## src/inc/mep_cfg.svh

```systemverilog
`ifndef MEP_CFG_SVH
`define MEP_CFG_SVH
// Function
// [RULE1] Macro entry always targets writable page one.
// [RULE2] Low five bits select first 32 words.
// [RULE3] Bits five to seven pass through unused.
// [RULE4] Page select happens during primary decode.
// [RULE5] Macro acts only on decoder page zero.
// [RULE6] Macro keeps decoder selection; local branch changes.
// [RULE7] Fetch, buffer, register copy, class decode order.
// [RULE8] Secondary decode forms address from register fields.
// [RULE9] Two 16-bit registers: buffer and current.
// [RULE10] Counter points past macro on entry.
// [RULE11] Current holds macro; next word in flight.
// [RULE12] Constant registers hold zeros and ones.
// [RULE13] User refetches next word if needed.
// [RULE14] User advances counter and fetches before exit; the model fetches at next_word_ctr but never advances the counter.
// [RULE15] User copies buffer and returns to page zero.
// [RULE16] Restart state fetches at counter, then advance.
// [RULE17] Advance state increments counter, fetches, decodes.
// [RULE18] Decode state decodes buffer, copies to current.
// [RULE19] I/O branch enters any page, no decoder.
// [RULE20] I/O branch waits for idle memory traffic.
// [RULE21] User leaves writable store by page branch.
// [RULE22] User restores constant registers before leaving.
// [RULE23] Equal address store updates prefetched buffer.
`define MEP_W 16
`define MEP_AW 15
`define MEP_UAW 9
`define MEP_OPC_MASK 16'hFF00
`define MEP_OPC_VAL 16'h8A00
`define MEP_VEC_LSB 0
`define MEP_VEC_MSB 4
`define MEP_PAR_LSB 5
`define MEP_PAR_MSB 7
`define MEP_WCS_PAGE 2'h1
`define MEP_ROM_PAGE 2'h0
`define MEP_DEC_PAGE0 2'h0
`define MEP_ADDR_RESTART 9'h13E
`define MEP_ADDR_ADVANCE 9'h092
`define MEP_ADDR_DECODE 9'h02D
`define MEP_ZEROS 16'h0000
`define MEP_ONES 16'hFFFF
`define MEP_CLASS_LSB 12
`define MEP_CLASS_MSB 15
`define MEP_SEC_LSB 6
`define MEP_SEC_MSB 11
`endif

```

## src/inc/mep_pkg.sv

```systemverilog
package mep_pkg;
    typedef enum logic [2:0] {
        MEP_RUN, MEP_RESTART, MEP_ADVANCE, MEP_DECODE, MEP_IOWAIT
    } mep_state_t;
endpackage : mep_pkg

```

## src/verilog/mep_core.sv

```systemverilog
`timescale 1ns/1ps
`include "mep_cfg.svh"
module mep_core
    import mep_pkg::*;
(
    input wire logic ref_clk,
    input wire logic nrst,
    input wire logic [1:0] dec_page_sel_in,
    input wire logic local_page_branch,
    input wire logic [1:0] local_branch_page,
    input wire logic rom_restart_req,
    input wire logic fetch_start,
    input wire logic mem_word_valid,
    input wire logic [15:0] mem_word,
    input wire logic copy_req,
    input wire logic secondary_req,
    input wire logic store_valid,
    input wire logic [14:0] store_addr,
    input wire logic [15:0] store_data,
    input wire logic io_branch_req,
    input wire logic [1:0] io_branch_page,
    input wire logic [8:0] io_branch_addr,
    input wire logic dma_busy,
    input wire logic cpu_mem_busy,
    output logic [1:0] store_page,
    output logic [8:0] micro_addr,
    output logic [1:0] dec_page,
    output logic [15:0] instruction_buffer,
    output logic [15:0] current_instr,
    output logic [14:0] next_word_ctr,
    output logic fetch_req,
    output logic [14:0] fetch_addr,
    output logic [2:0] user_param,
    output logic [15:0] gr_zero_const,
    output logic [15:0] gr_ones_const,
    output logic equal_address_flag,
    output logic [3:0] class_sel,
    output logic [5:0] field_addr
);
    // =====================================================
    // State record.
    typedef struct packed {
        mep_state_t st;
        logic [1:0] page;
        logic [8:0] uaddr;
        logic [1:0] dec;
        logic [15:0] ibuf;
        logic [15:0] cir;
        logic [14:0] nwc;
        logic fetch;
        logic [14:0] faddr;
        logic [2:0] par;
        logic [15:0] rz;
        logic [15:0] ro;
        logic eqf;
        logic [3:0] cls;
        logic [5:0] fld;
    } mep_regs_t;

    mep_regs_t q_r;
    mep_regs_t q_nxt;
    logic [1:0] dps_s1_r;
    logic [1:0] dps_s2_r;
    logic dma_s1_r;
    logic dma_s2_r;
    logic cpu_s1_r;
    logic cpu_s2_r;
    logic is_macro;

    assign is_macro = ((q_r.ibuf & `MEP_OPC_MASK) == `MEP_OPC_VAL);

    // =====================================================
    // Synchronisers for outside levels.
    always_ff @(posedge ref_clk or negedge nrst) begin
        if (!nrst) begin
            dps_s1_r <= `MEP_DEC_PAGE0;
            dps_s2_r <= `MEP_DEC_PAGE0;
            dma_s1_r <= 1'b0;
            dma_s2_r <= 1'b0;
            cpu_s1_r <= 1'b0;
            cpu_s2_r <= 1'b0;
        end else begin
            dps_s1_r <= dec_page_sel_in;
            dps_s2_r <= dps_s1_r;
            dma_s1_r <= dma_busy;
            dma_s2_r <= dma_s1_r;
            cpu_s1_r <= cpu_mem_busy;
            cpu_s2_r <= cpu_s1_r;
        end
    end

    // =====================================================
    // Next state.
    always_comb begin
        q_nxt = q_r;
        q_nxt.fetch = 1'b0;
        q_nxt.eqf = 1'b0;
        if (mem_word_valid) begin
            q_nxt.ibuf = mem_word; // RULE7 RULE9
        end
        if (store_valid && store_addr == q_r.nwc) begin
            q_nxt.eqf = 1'b1; // RULE23
            q_nxt.ibuf = store_data; // RULE23
        end
        if (local_page_branch) begin
            q_nxt.dec = local_branch_page; // RULE6
        end else if (q_r.page == `MEP_ROM_PAGE) begin
            q_nxt.dec = dps_s2_r;
        end
        if (secondary_req) begin
            q_nxt.fld = q_r.cir[`MEP_SEC_MSB:`MEP_SEC_LSB]; // RULE8
        end
        if (fetch_start) begin
            q_nxt.fetch = 1'b1; // RULE7
            q_nxt.faddr = q_r.nwc;
        end
        case (q_r.st)
            MEP_RUN: begin
                if (io_branch_req) begin
                    q_nxt.st = MEP_IOWAIT; // RULE20
                end else if (rom_restart_req) begin
                    q_nxt.page = `MEP_ROM_PAGE;
                    q_nxt.uaddr = `MEP_ADDR_RESTART;
                    q_nxt.st = MEP_RESTART;
                end else if (copy_req) begin
                    q_nxt.st = MEP_DECODE;
                end
            end
            MEP_RESTART: begin
                q_nxt.fetch = 1'b1; // RULE16
                q_nxt.faddr = q_r.nwc; // RULE16
                q_nxt.uaddr = `MEP_ADDR_ADVANCE; // RULE16
                q_nxt.st = MEP_ADVANCE;
            end
            MEP_ADVANCE: begin
                q_nxt.nwc = q_r.nwc + 15'h0001; // RULE17
                q_nxt.fetch = 1'b1; // RULE17
                q_nxt.faddr = q_r.nwc + 15'h0001;
                q_nxt.uaddr = `MEP_ADDR_DECODE; // RULE17
                q_nxt.st = MEP_DECODE;
            end
            MEP_DECODE: begin
                q_nxt.cir = q_r.ibuf; // RULE18 RULE7 RULE9
                q_nxt.cls = q_r.ibuf[`MEP_CLASS_MSB:`MEP_CLASS_LSB];
                q_nxt.st = MEP_RUN;
                if (is_macro && q_r.dec == `MEP_DEC_PAGE0) begin // RULE5
                    q_nxt.page = `MEP_WCS_PAGE; // RULE1 RULE4
                    q_nxt.uaddr = {4'h0,
                        q_r.ibuf[`MEP_VEC_MSB:`MEP_VEC_LSB]}; // RULE2
                    q_nxt.par = q_r.ibuf[`MEP_PAR_MSB:`MEP_PAR_LSB]; // RULE3
                    q_nxt.nwc = q_r.nwc + 15'h0001; // RULE10
                    q_nxt.fetch = 1'b1; // RULE11
                    q_nxt.faddr = q_r.nwc + 15'h0001; // RULE11
                    q_nxt.rz = `MEP_ZEROS; // RULE12
                    q_nxt.ro = `MEP_ONES; // RULE12
                end else begin
                    q_nxt.page = `MEP_ROM_PAGE;
                    q_nxt.uaddr = {3'h0,
                        q_r.ibuf[`MEP_CLASS_MSB:`MEP_CLASS_LSB], 2'h0};
                end
            end
            MEP_IOWAIT: begin
                if (!dma_s2_r && !cpu_s2_r) begin // RULE20
                    q_nxt.page = io_branch_page; // RULE19
                    q_nxt.uaddr = io_branch_addr; // RULE19
                    q_nxt.st = MEP_RUN;
                end
            end
            default: begin
                q_nxt.st = MEP_RUN;
            end
        endcase
    end

    always_ff @(posedge ref_clk or negedge nrst) begin
        if (!nrst) begin
            q_r <= '0;
            q_r.st <= MEP_RUN;
            q_r.rz <= `MEP_ZEROS;
            q_r.ro <= `MEP_ONES;
        end else begin
            q_r <= q_nxt;
        end
    end

    assign store_page = q_r.page;
    assign micro_addr = q_r.uaddr;
    assign dec_page = q_r.dec;
    assign instruction_buffer = q_r.ibuf;
    assign current_instr = q_r.cir;
    assign next_word_ctr = q_r.nwc;
    assign fetch_req = q_r.fetch;
    assign fetch_addr = q_r.faddr;
    assign user_param = q_r.par;
    assign gr_zero_const = q_r.rz;
    assign gr_ones_const = q_r.ro;
    assign equal_address_flag = q_r.eqf;
    assign class_sel = q_r.cls;
    assign field_addr = q_r.fld;
endmodule : mep_core

```

## config.mk

```make
export PLATFORM = sky130hd
export DESIGN_NAME = mep_core
export DESIGN_NICKNAME = d
export VERILOG_FILES = /design/src/inc/mep_pkg.sv /design/src/verilog/mep_core.sv
export VERILOG_INCLUDE_DIRS = /design/src /design/src/inc
export SDC_FILE = /design/constraint.sdc
export NUM_CORES = 1
export LEC_CHECK = 0
export ABC_AREA = 1
export CORE_MARGIN = 1
export CORE_UTILIZATION = 64
export DETAILED_ROUTE_END_ITERATION = 6
export DONT_BUFFER_PORTS = 1
export GPL_TIMING_DRIVEN = 1
export PLACE_DENSITY = 0.8
export SLEW_MARGIN = 20
export SYNTH_ARGS = -nofsm -noshare
export SYNTH_HDL_FRONTEND = slang
export SYNTH_SLANG_ARGS = --single-unit
```

## constraint.sdc

```tcl
create_clock -name ref_clk -period 2.7 [get_ports ref_clk]
set_input_delay 0.135 -clock ref_clk [delete_from_list [all_inputs] [get_ports ref_clk]]
set_output_delay 0.135 -clock ref_clk [all_outputs]
set_load 0.01 [all_outputs]
```

==> flow_summary.json, run 1 <==
{
  "status": "complete, no violations",
  "synth_area_um2": 6020,
  "place_hpwl_mm": 9.34,
  "clkPwrFrac_pct": 19.1,
  "synth.distinct_cells": 32,
  "relSlewSlack_pct": 43.1,
  "vias": 4813,
  "clock_sinks": 97,
  "clock.fmax_mhz": 416,
  "nFillCells": 733,
  "crit_top_cell": "nand2_1",
  "grt_pass1_wl_mm": 22.0,
  "vdd.ir_drop.worst_mv": 0.405,
  "path_clk_slew_ns": 0.10,
  "cp_slowest_cell": "dlygate4sd3_1",
  "p_comb_share_pct": 31.7,
  "htreeDepth": 3,
  "power_uw": 4730,
  "grt_max_degree": 98,
  "yosysSeqAreaShare_pct": 40.3,
  "worstPathCellList": "inv_2, nand2_1, nand2_1, nor2_1, nand2_1, nor2_4, nand2_4, nand2_1, nand2_1, dlygate4sd3_1, nand2_1",
  "endpoint_kind": "register",
  "start_kind": "register",
  "cts_tree": "yes",
  "clk_latency_ns": 0.36,
  "insertedDiodeCount": 0,
  "initial_core_util_pct": 65.5,
  "drv_slew": 0,
  "setup_tns_ns": 0,
  "mostFrequentLayoutCell": "nand2_1",
  "hold_path_class": "primary input to register",
  "dp_cells": 790,
  "nets": 832,
  "cp_top_family": "simple AND/OR/NAND/NOR gates",
  "fin_skew_ns": 0.00938,
  "placed_area_um2": 5260,
  "timing.final.crit_share_pct": 89.1,
  "first_global_vias": 4341,
  "rows": 35,
  "path_buf_inv": 2,
  "die_w_um": 99.0,
  "clock_path_buffers": 2,
  "grtUsageTotal_pct": 28.8,
  "maxCapViolCount": 0,
  "synthArstFlopShare_pct": 100,
  "gp_congestion": 0.893,
  "critical_path_class": "register to register",
  "powerDensity_nw_per_um2": 773,
  "swShare_pct": 43.5,
  "crit_cells": 11,
  "intPower_uw": 2670,
  "core_um2": 9200,
  "clock_tree.root_cell": "clkbuf_8",
  "synthXorXnorAreaFrac_pct": 0.727,
  "routed_via_density": 5.51,
  "required_ns": 3.01,
  "yosys.area_share.adder_pct": 0.208,
  "dr.pass1.iters": 6,
  "synth_top_family_by_area": "simple AND/OR/NAND/NOR gates",
  "final_cells": 873,
  "synth-simple-area-share_pct": 30.9,
  "antenna_found_initial": 0,
  "drive_gt1_share_pct": 10.1,
  "synth_edf_count": 0,
  "wl_per_cell_um": 16.3,
  "finalHoldViolations": 0,
  "p_leak_uw": 0.00329,
  "p_sw_uw": 2060,
  "syn_area_per_cell_um2": 7.63,
  "drc_errors": 0,
  "grt-ovfl-total": 0,
  "r2r_end": "instruction_buffer[7]$_DFFE_PN0P_",
  "setup_viol": 0,
  "period_needed_ns": 2.41,
  "r2r-start": "next_word_ctr[2]$_DFFE_PN0P_",
  "rsz0062_at_grt": "false",
  "synth-compound-area-share_pct": 4.59,
  "arrival_ns": 2.71,
  "ios": 196,
  "synth_ff_type": "dfrtp_1",
  "reg2reg_slack_ns": 0.29,
  "syn_to_final_growth_pct": 1.54,
  "slowest_delay_ns": 0.57,
  "setup_ws_ns": 0.293,
  "numCtsBuffers": 9,
  "syn_inst": 789,
  "p_seq_share_pct": 49.2,
  "dpl_worst_slack_ns": 0.654,
  "wirelength_mm": 14.2,
  "synthMuxAreaShare_pct": 1.45,
  "ys_seq_elements": 97,
  "ant_nets": 0,
  "io_buffers": 0,
  "ys_warn_count": 0,
  "endpoint": "instruction_buffer[7]$_DFFE_PN0P_",
  "drtIter0Drc": 288,
  "final_cell_mix": "254 x nand2_1, 96 x dfrtp_1, 76 x nand3_1",
  "crit_fanout": 33,
  "die_area_um2": 9800,
  "ff2ff_path_depth": 11,
  "tightest_slew_ns": 0.853,
  "fin_area_um2": 6110,
  "fp.dieH_um": 99.0,
  "cp-startpoint": "next_word_ctr[2]$_DFFE_PN0P_"
}
==> worst min path at each step <==
stage | slack (ns) | end | cells after the start | start
floorplan | -0.16 | cpu_s1_r$_DFF_PN0_ | 0 | nrst
CTS | 0.0003 | micro_addr[8]$_DFFE_PN0P_ | 4 | io_branch_addr[8]
global route | 0.04 | micro_addr[0]$_DFFE_PN0P_ | 4 | io_branch_addr[0]
global placement | -0.16 | store_page[1]$_DFFE_PN0P_ | 0 | nrst
finish | 0.04 | micro_addr[0]$_DFFE_PN0P_ | 4 | io_branch_addr[0]
detailed placement | -0.16 | micro_addr[7]$_DFFE_PN0P_ | 0 | nrst
==> cell usage after synthesis (2+ instances only) <==
| library cell | count | share of area, % |
|---|---|---|
| buf_2 | 3 | 0.25 |
| nor2_4 | 3 | 0.56 |
| xor2_1 | 5 | 0.73 |
| nor2_1 | 48 | 3.0 |
| dfrtp_1 | 97 | 40 |
| nand2_2 | 3 | 0.31 |
| nor3_1 | 3 | 0.25 |
| a21oi_1 | 4 | 0.33 |
| clkbuf_1 | 10 | 0.62 |
| mux2_2 | 6 | 1.1 |
| mux2i_1 | 2 | 0.33 |
| nor3_4 | 2 | 0.54 |
| nand3_2 | 7 | 1.2 |
| nand2_4 | 8 | 1.5 |
| buf_4 | 123 | 15 |
| nand2_1 | 254 | 16 |
| conb_1 | 2 | 0.12 |
| buf_6 | 4 | 0.75 |
| o21ai_2 | 5 | 0.73 |
| o21ai_1 | 2 | 0.17 |
| o21ai_0 | 39 | 3.2 |
| nand4_1 | 7 | 0.73 |
| inv_1 | 55 | 3.4 |
| nand3_1 | 76 | 6.3 |
| inv_2 | 14 | 0.87 |
==> cell families (layout without fill, tap and decap cells) <==
kind of cell,count (synthesis),count (layout)
DFF,97,97
and+or+nand+nor,414,414
buffers and inverters,211,154
adders and majority gates,1,1
other,2,32
xor gates and xnor gates,5,5
AOI/OAI and AO/OA,51,51
muxes,8,8
==> registers in the layout, summed over array words and instances, names as in the netlist, 2 cells and up <==
name / count
current_instr: 16
dec_page: 2
dps_s1_r: 2
dps_s2_r: 2
fetch_addr: 15
field_addr: 6
instruction_buffer: 16
micro_addr: 9
next_word_ctr: 15
q_r: 3
store_page: 2
user_param: 3
==> metal layers <==
metal,track usage [%],share of wire [%],up-vias
met2,46.4,47,297
met1,38.0,41,2232
li1,-,-,2248
met3,7.30,9.5,36
met4,9.76,2.4,0
met5,0,0,-
==> final cells by class <==
type	instances	area (um2)	area share [%]
multi-input cells	511	2400	39.3
well taps	111	139	2.27
inverters	69	259	4.24
repair buffers	69	701	11.5
clock buffers	9	124	2.03
flip-flops and latches	97	2430	39.7
clock inverters	7	60.1	0.982
==> repair_timing <==
| item | in CTS | in global routing |
|---|---|---|
| hold buffers | 61 | 0 |
| hold endpoints to repair | 131 | 0 |
| gates resized for setup | 0 | 1 |
| buffers inserted | 0 | 6 |
| endpoints found under the setup margin | 0 | 14 |
==> power groups by stage <==
| stage | Clock (uW) | Combinational, uW | Sequential (uW) |
|---|---|---|---|
| floorplan | 0 | 1830 | 2040 |
| global placement | 0 | 1320 | 2340 |
| detailed placement | 0 | 1370 | 2350 |
| CTS | 921 | 1480 | 2320 |
| global route | 976 | 1700 | 2360 |
| finish | 902 | 1500 | 2330 |
==> worst register-to-register path: cells and delay by family (launching register included) <==
| family | cells | cell delay, ns |
|---|---|---|
| flops | 1 | 0.55 |
| simple gates | 9 | 1.11 |
| buf+inv | 2 | 0.68 |
==> per-stage QoR <==
| stage | hold WS (ns) | util, % |
|---|---|---|
| floorplan | -0.161 | - |
| global placement | -0.158 | 57.1 |
| detailed placement | -0.158 | 57.1 |
| CTS | 0.000297 | 66.0 |
| global route | 0.0364 | 66.5 |
| finish | 0.0403 | 66.5 |
(Power assumes the default switching activity.)
==> run 2, diff against run 1 <==
CORE_UTILIZATION = 58   (was 64)
PLACE_DENSITY = 0.76   (was 0.8)
clock period = 2.17 ns   (was 2.7 ns; I/O delays follow)
==> flow_summary.json, run 2 (synthesis results as in run 1) <==
{
  "required_ns": 2.46,
  "fin_area_um2": 6160,
  "arrival_ns": 2.19,
  "drv_slew": 0,
  "place_hpwl_mm": 9.70,
  "clk_latency_ns": 0.36,
  "finalHoldViolations": 97,
  "period_needed_ns": 1.90,
  "fin_util_pct": 62.2,
  "core_um2": 9910,
  "tightest_slew_ns": 0.585,
  "grtUsageTotal_pct": 27.8,
  "initial_core_util_pct": 60.8,
  "status": "finished with violations",
  "relSlewSlack_pct": 61.0,
  "crit_fanout": 8,
  "critical_path_class": "register to register",
  "drive_gt1_share_pct": 9.55,
  "nets": 835,
  "die_w_um": 104,
  "fp.dieH_um": 104,
  "fin_hold_ws_ns": -0.562,
  "routed_via_density": 5.26,
  "grt_max_degree": 98,
  "slowest_delay_ns": 0.57,
  "mostFrequentLayoutCell": "nand2_1",
  "rows": 36,
  "cts_tree": "yes",
  "ios": 196,
  "antenna_found_initial": 0,
  "dr.pass1.iters": 5,
  "dp_cells": 817,
  "clock_path_buffers": 2,
  "maxCapViolCount": 0,
  "final_cells": 897,
  "clock.fmax_mhz": 525,
  "hold_buffers": 65,
  "cp_slowest_cell": "dfrtp_1",
  "path_clk_slew_ns": 0.09,
  "clock_sinks": 97,
  "cp_top_family": "simple AND/OR/NAND/NOR gates",
  "grt-ovfl-total": 0,
  "powerDensity_nw_per_um2": 962,
  "vdd.ir_drop.worst_mv": 0.528,
  "ant_nets": 0,
  "path_buf_inv": 1,
  "setup_ws_ns": 0.267,
  "vias": 4718,
  "clock_tree.root_cell": "clkbuf_8",
  "cts-resized-gates": 0,
  "io_buffers": 0,
  "rsz0062_at_grt": "false",
  "first_global_vias": 4634,
  "numCtsBuffers": 9,
  "gp_congestion": 0.924,
  "wl_per_cell_um": 16.2,
  "drtIter0Drc": 313,
  "syn_to_final_growth_pct": 2.39,
  "crit_top_cell": "nor2_1",
  "start_kind": "register",
  "hold_path_class": "primary input to async pin",
  "dpl_worst_slack_ns": 0.359,
  "setup_tns_ns": 0,
  "timing.final.crit_share_pct": 87.7,
  "final_cell_mix": "254 x nand2_1, 97 x dfrtp_1, 76 x nand3_1",
  "grt_pass1_wl_mm": 23.8,
  "wirelength_mm": 14.6,
  "placed_area_um2": 5320,
  "drc_errors": 0,
  "post_cts_buffers": 0,
  "die_area_um2": 10800,
  "violations": "hold timing",
  "insertedDiodeCount": 0,
  "endpoint_kind": "register",
  "fin_skew_ns": 0.0108,
  "p_leak_uw": 0.00331,
  "setup_viol": 0,
  "htreeDepth": 3,
  "worstPathCellList": "ha_1, nand2_1, nor2_1, inv_1, nor2_1, xor2_1, nand2_4, o21ai_2"
}
run 2: worst paths after layout:
kind | endpoint | cells after the start | startpoint | slack (ns)
max | next_word_ctr[6]$_DFFE_PN0P_ | 8 | next_word_ctr[0]$_DFFE_PN0P_ | 0.27
min | fetch_addr[4]$_DFF_PN0_ | 0 | nrst | -0.56
max reg2reg | next_word_ctr[6]$_DFFE_PN0P_ | 8 | next_word_ctr[0]$_DFFE_PN0P_ | 0.27
min reg2reg | cpu_s2_r$_DFF_PN0_ | 0 | cpu_s1_r$_DFF_PN0_ | 0.35
max in group asynchronous | fetch_addr[9]$_DFF_PN0_ | 0 | nrst | 2.59
min in group ref_clk | dec_page[0]$_DFFE_PN0P_ | 2 | local_page_branch | 0.02
run 2: area by class of cell:
cell class / count / area (um2)
Clock buffer: 10 / 138
Fill cell: 842 / 3740
Inverter: 69 / 259
Tap cell: 133 / 166
Multi-Input combinational cell: 511 / 2400
Timing Repair Buffer: 72 / 716
Clock inverter: 5 / 56.3
Sequential cell: 97 / 2430
run 2: per-stage QoR:
step / hold slack [ns] / total power, uW
floorplan: -0.187 / 4810
global placement: -0.185 / 4570
detailed placement: -0.183 / 4660
CTS: -0.581 / 5940
global route: -0.590 / 6320
finish: -0.562 / 5930
run 2: routing by layer:
layer / GRT usage [%] / vias up / wire, um
met3: 7.96 / 39 / 1410
li1: - / 2251 / -
met5: 0 / - / 0
met4: 12.2 / 0 / 425
met2: 43.2 / 255 / 6550
met1: 36.3 / 2173 / 6180
run 2: where the power goes:
part	switching [uW]	total (uW)	leakage [uW]	internal, uW
clock network	630	1190	0.0000981	557
registers	647	2890	0.00124	2240
logic	1200	1850	0.00197	651
total	2480	5930	0.00331	3450
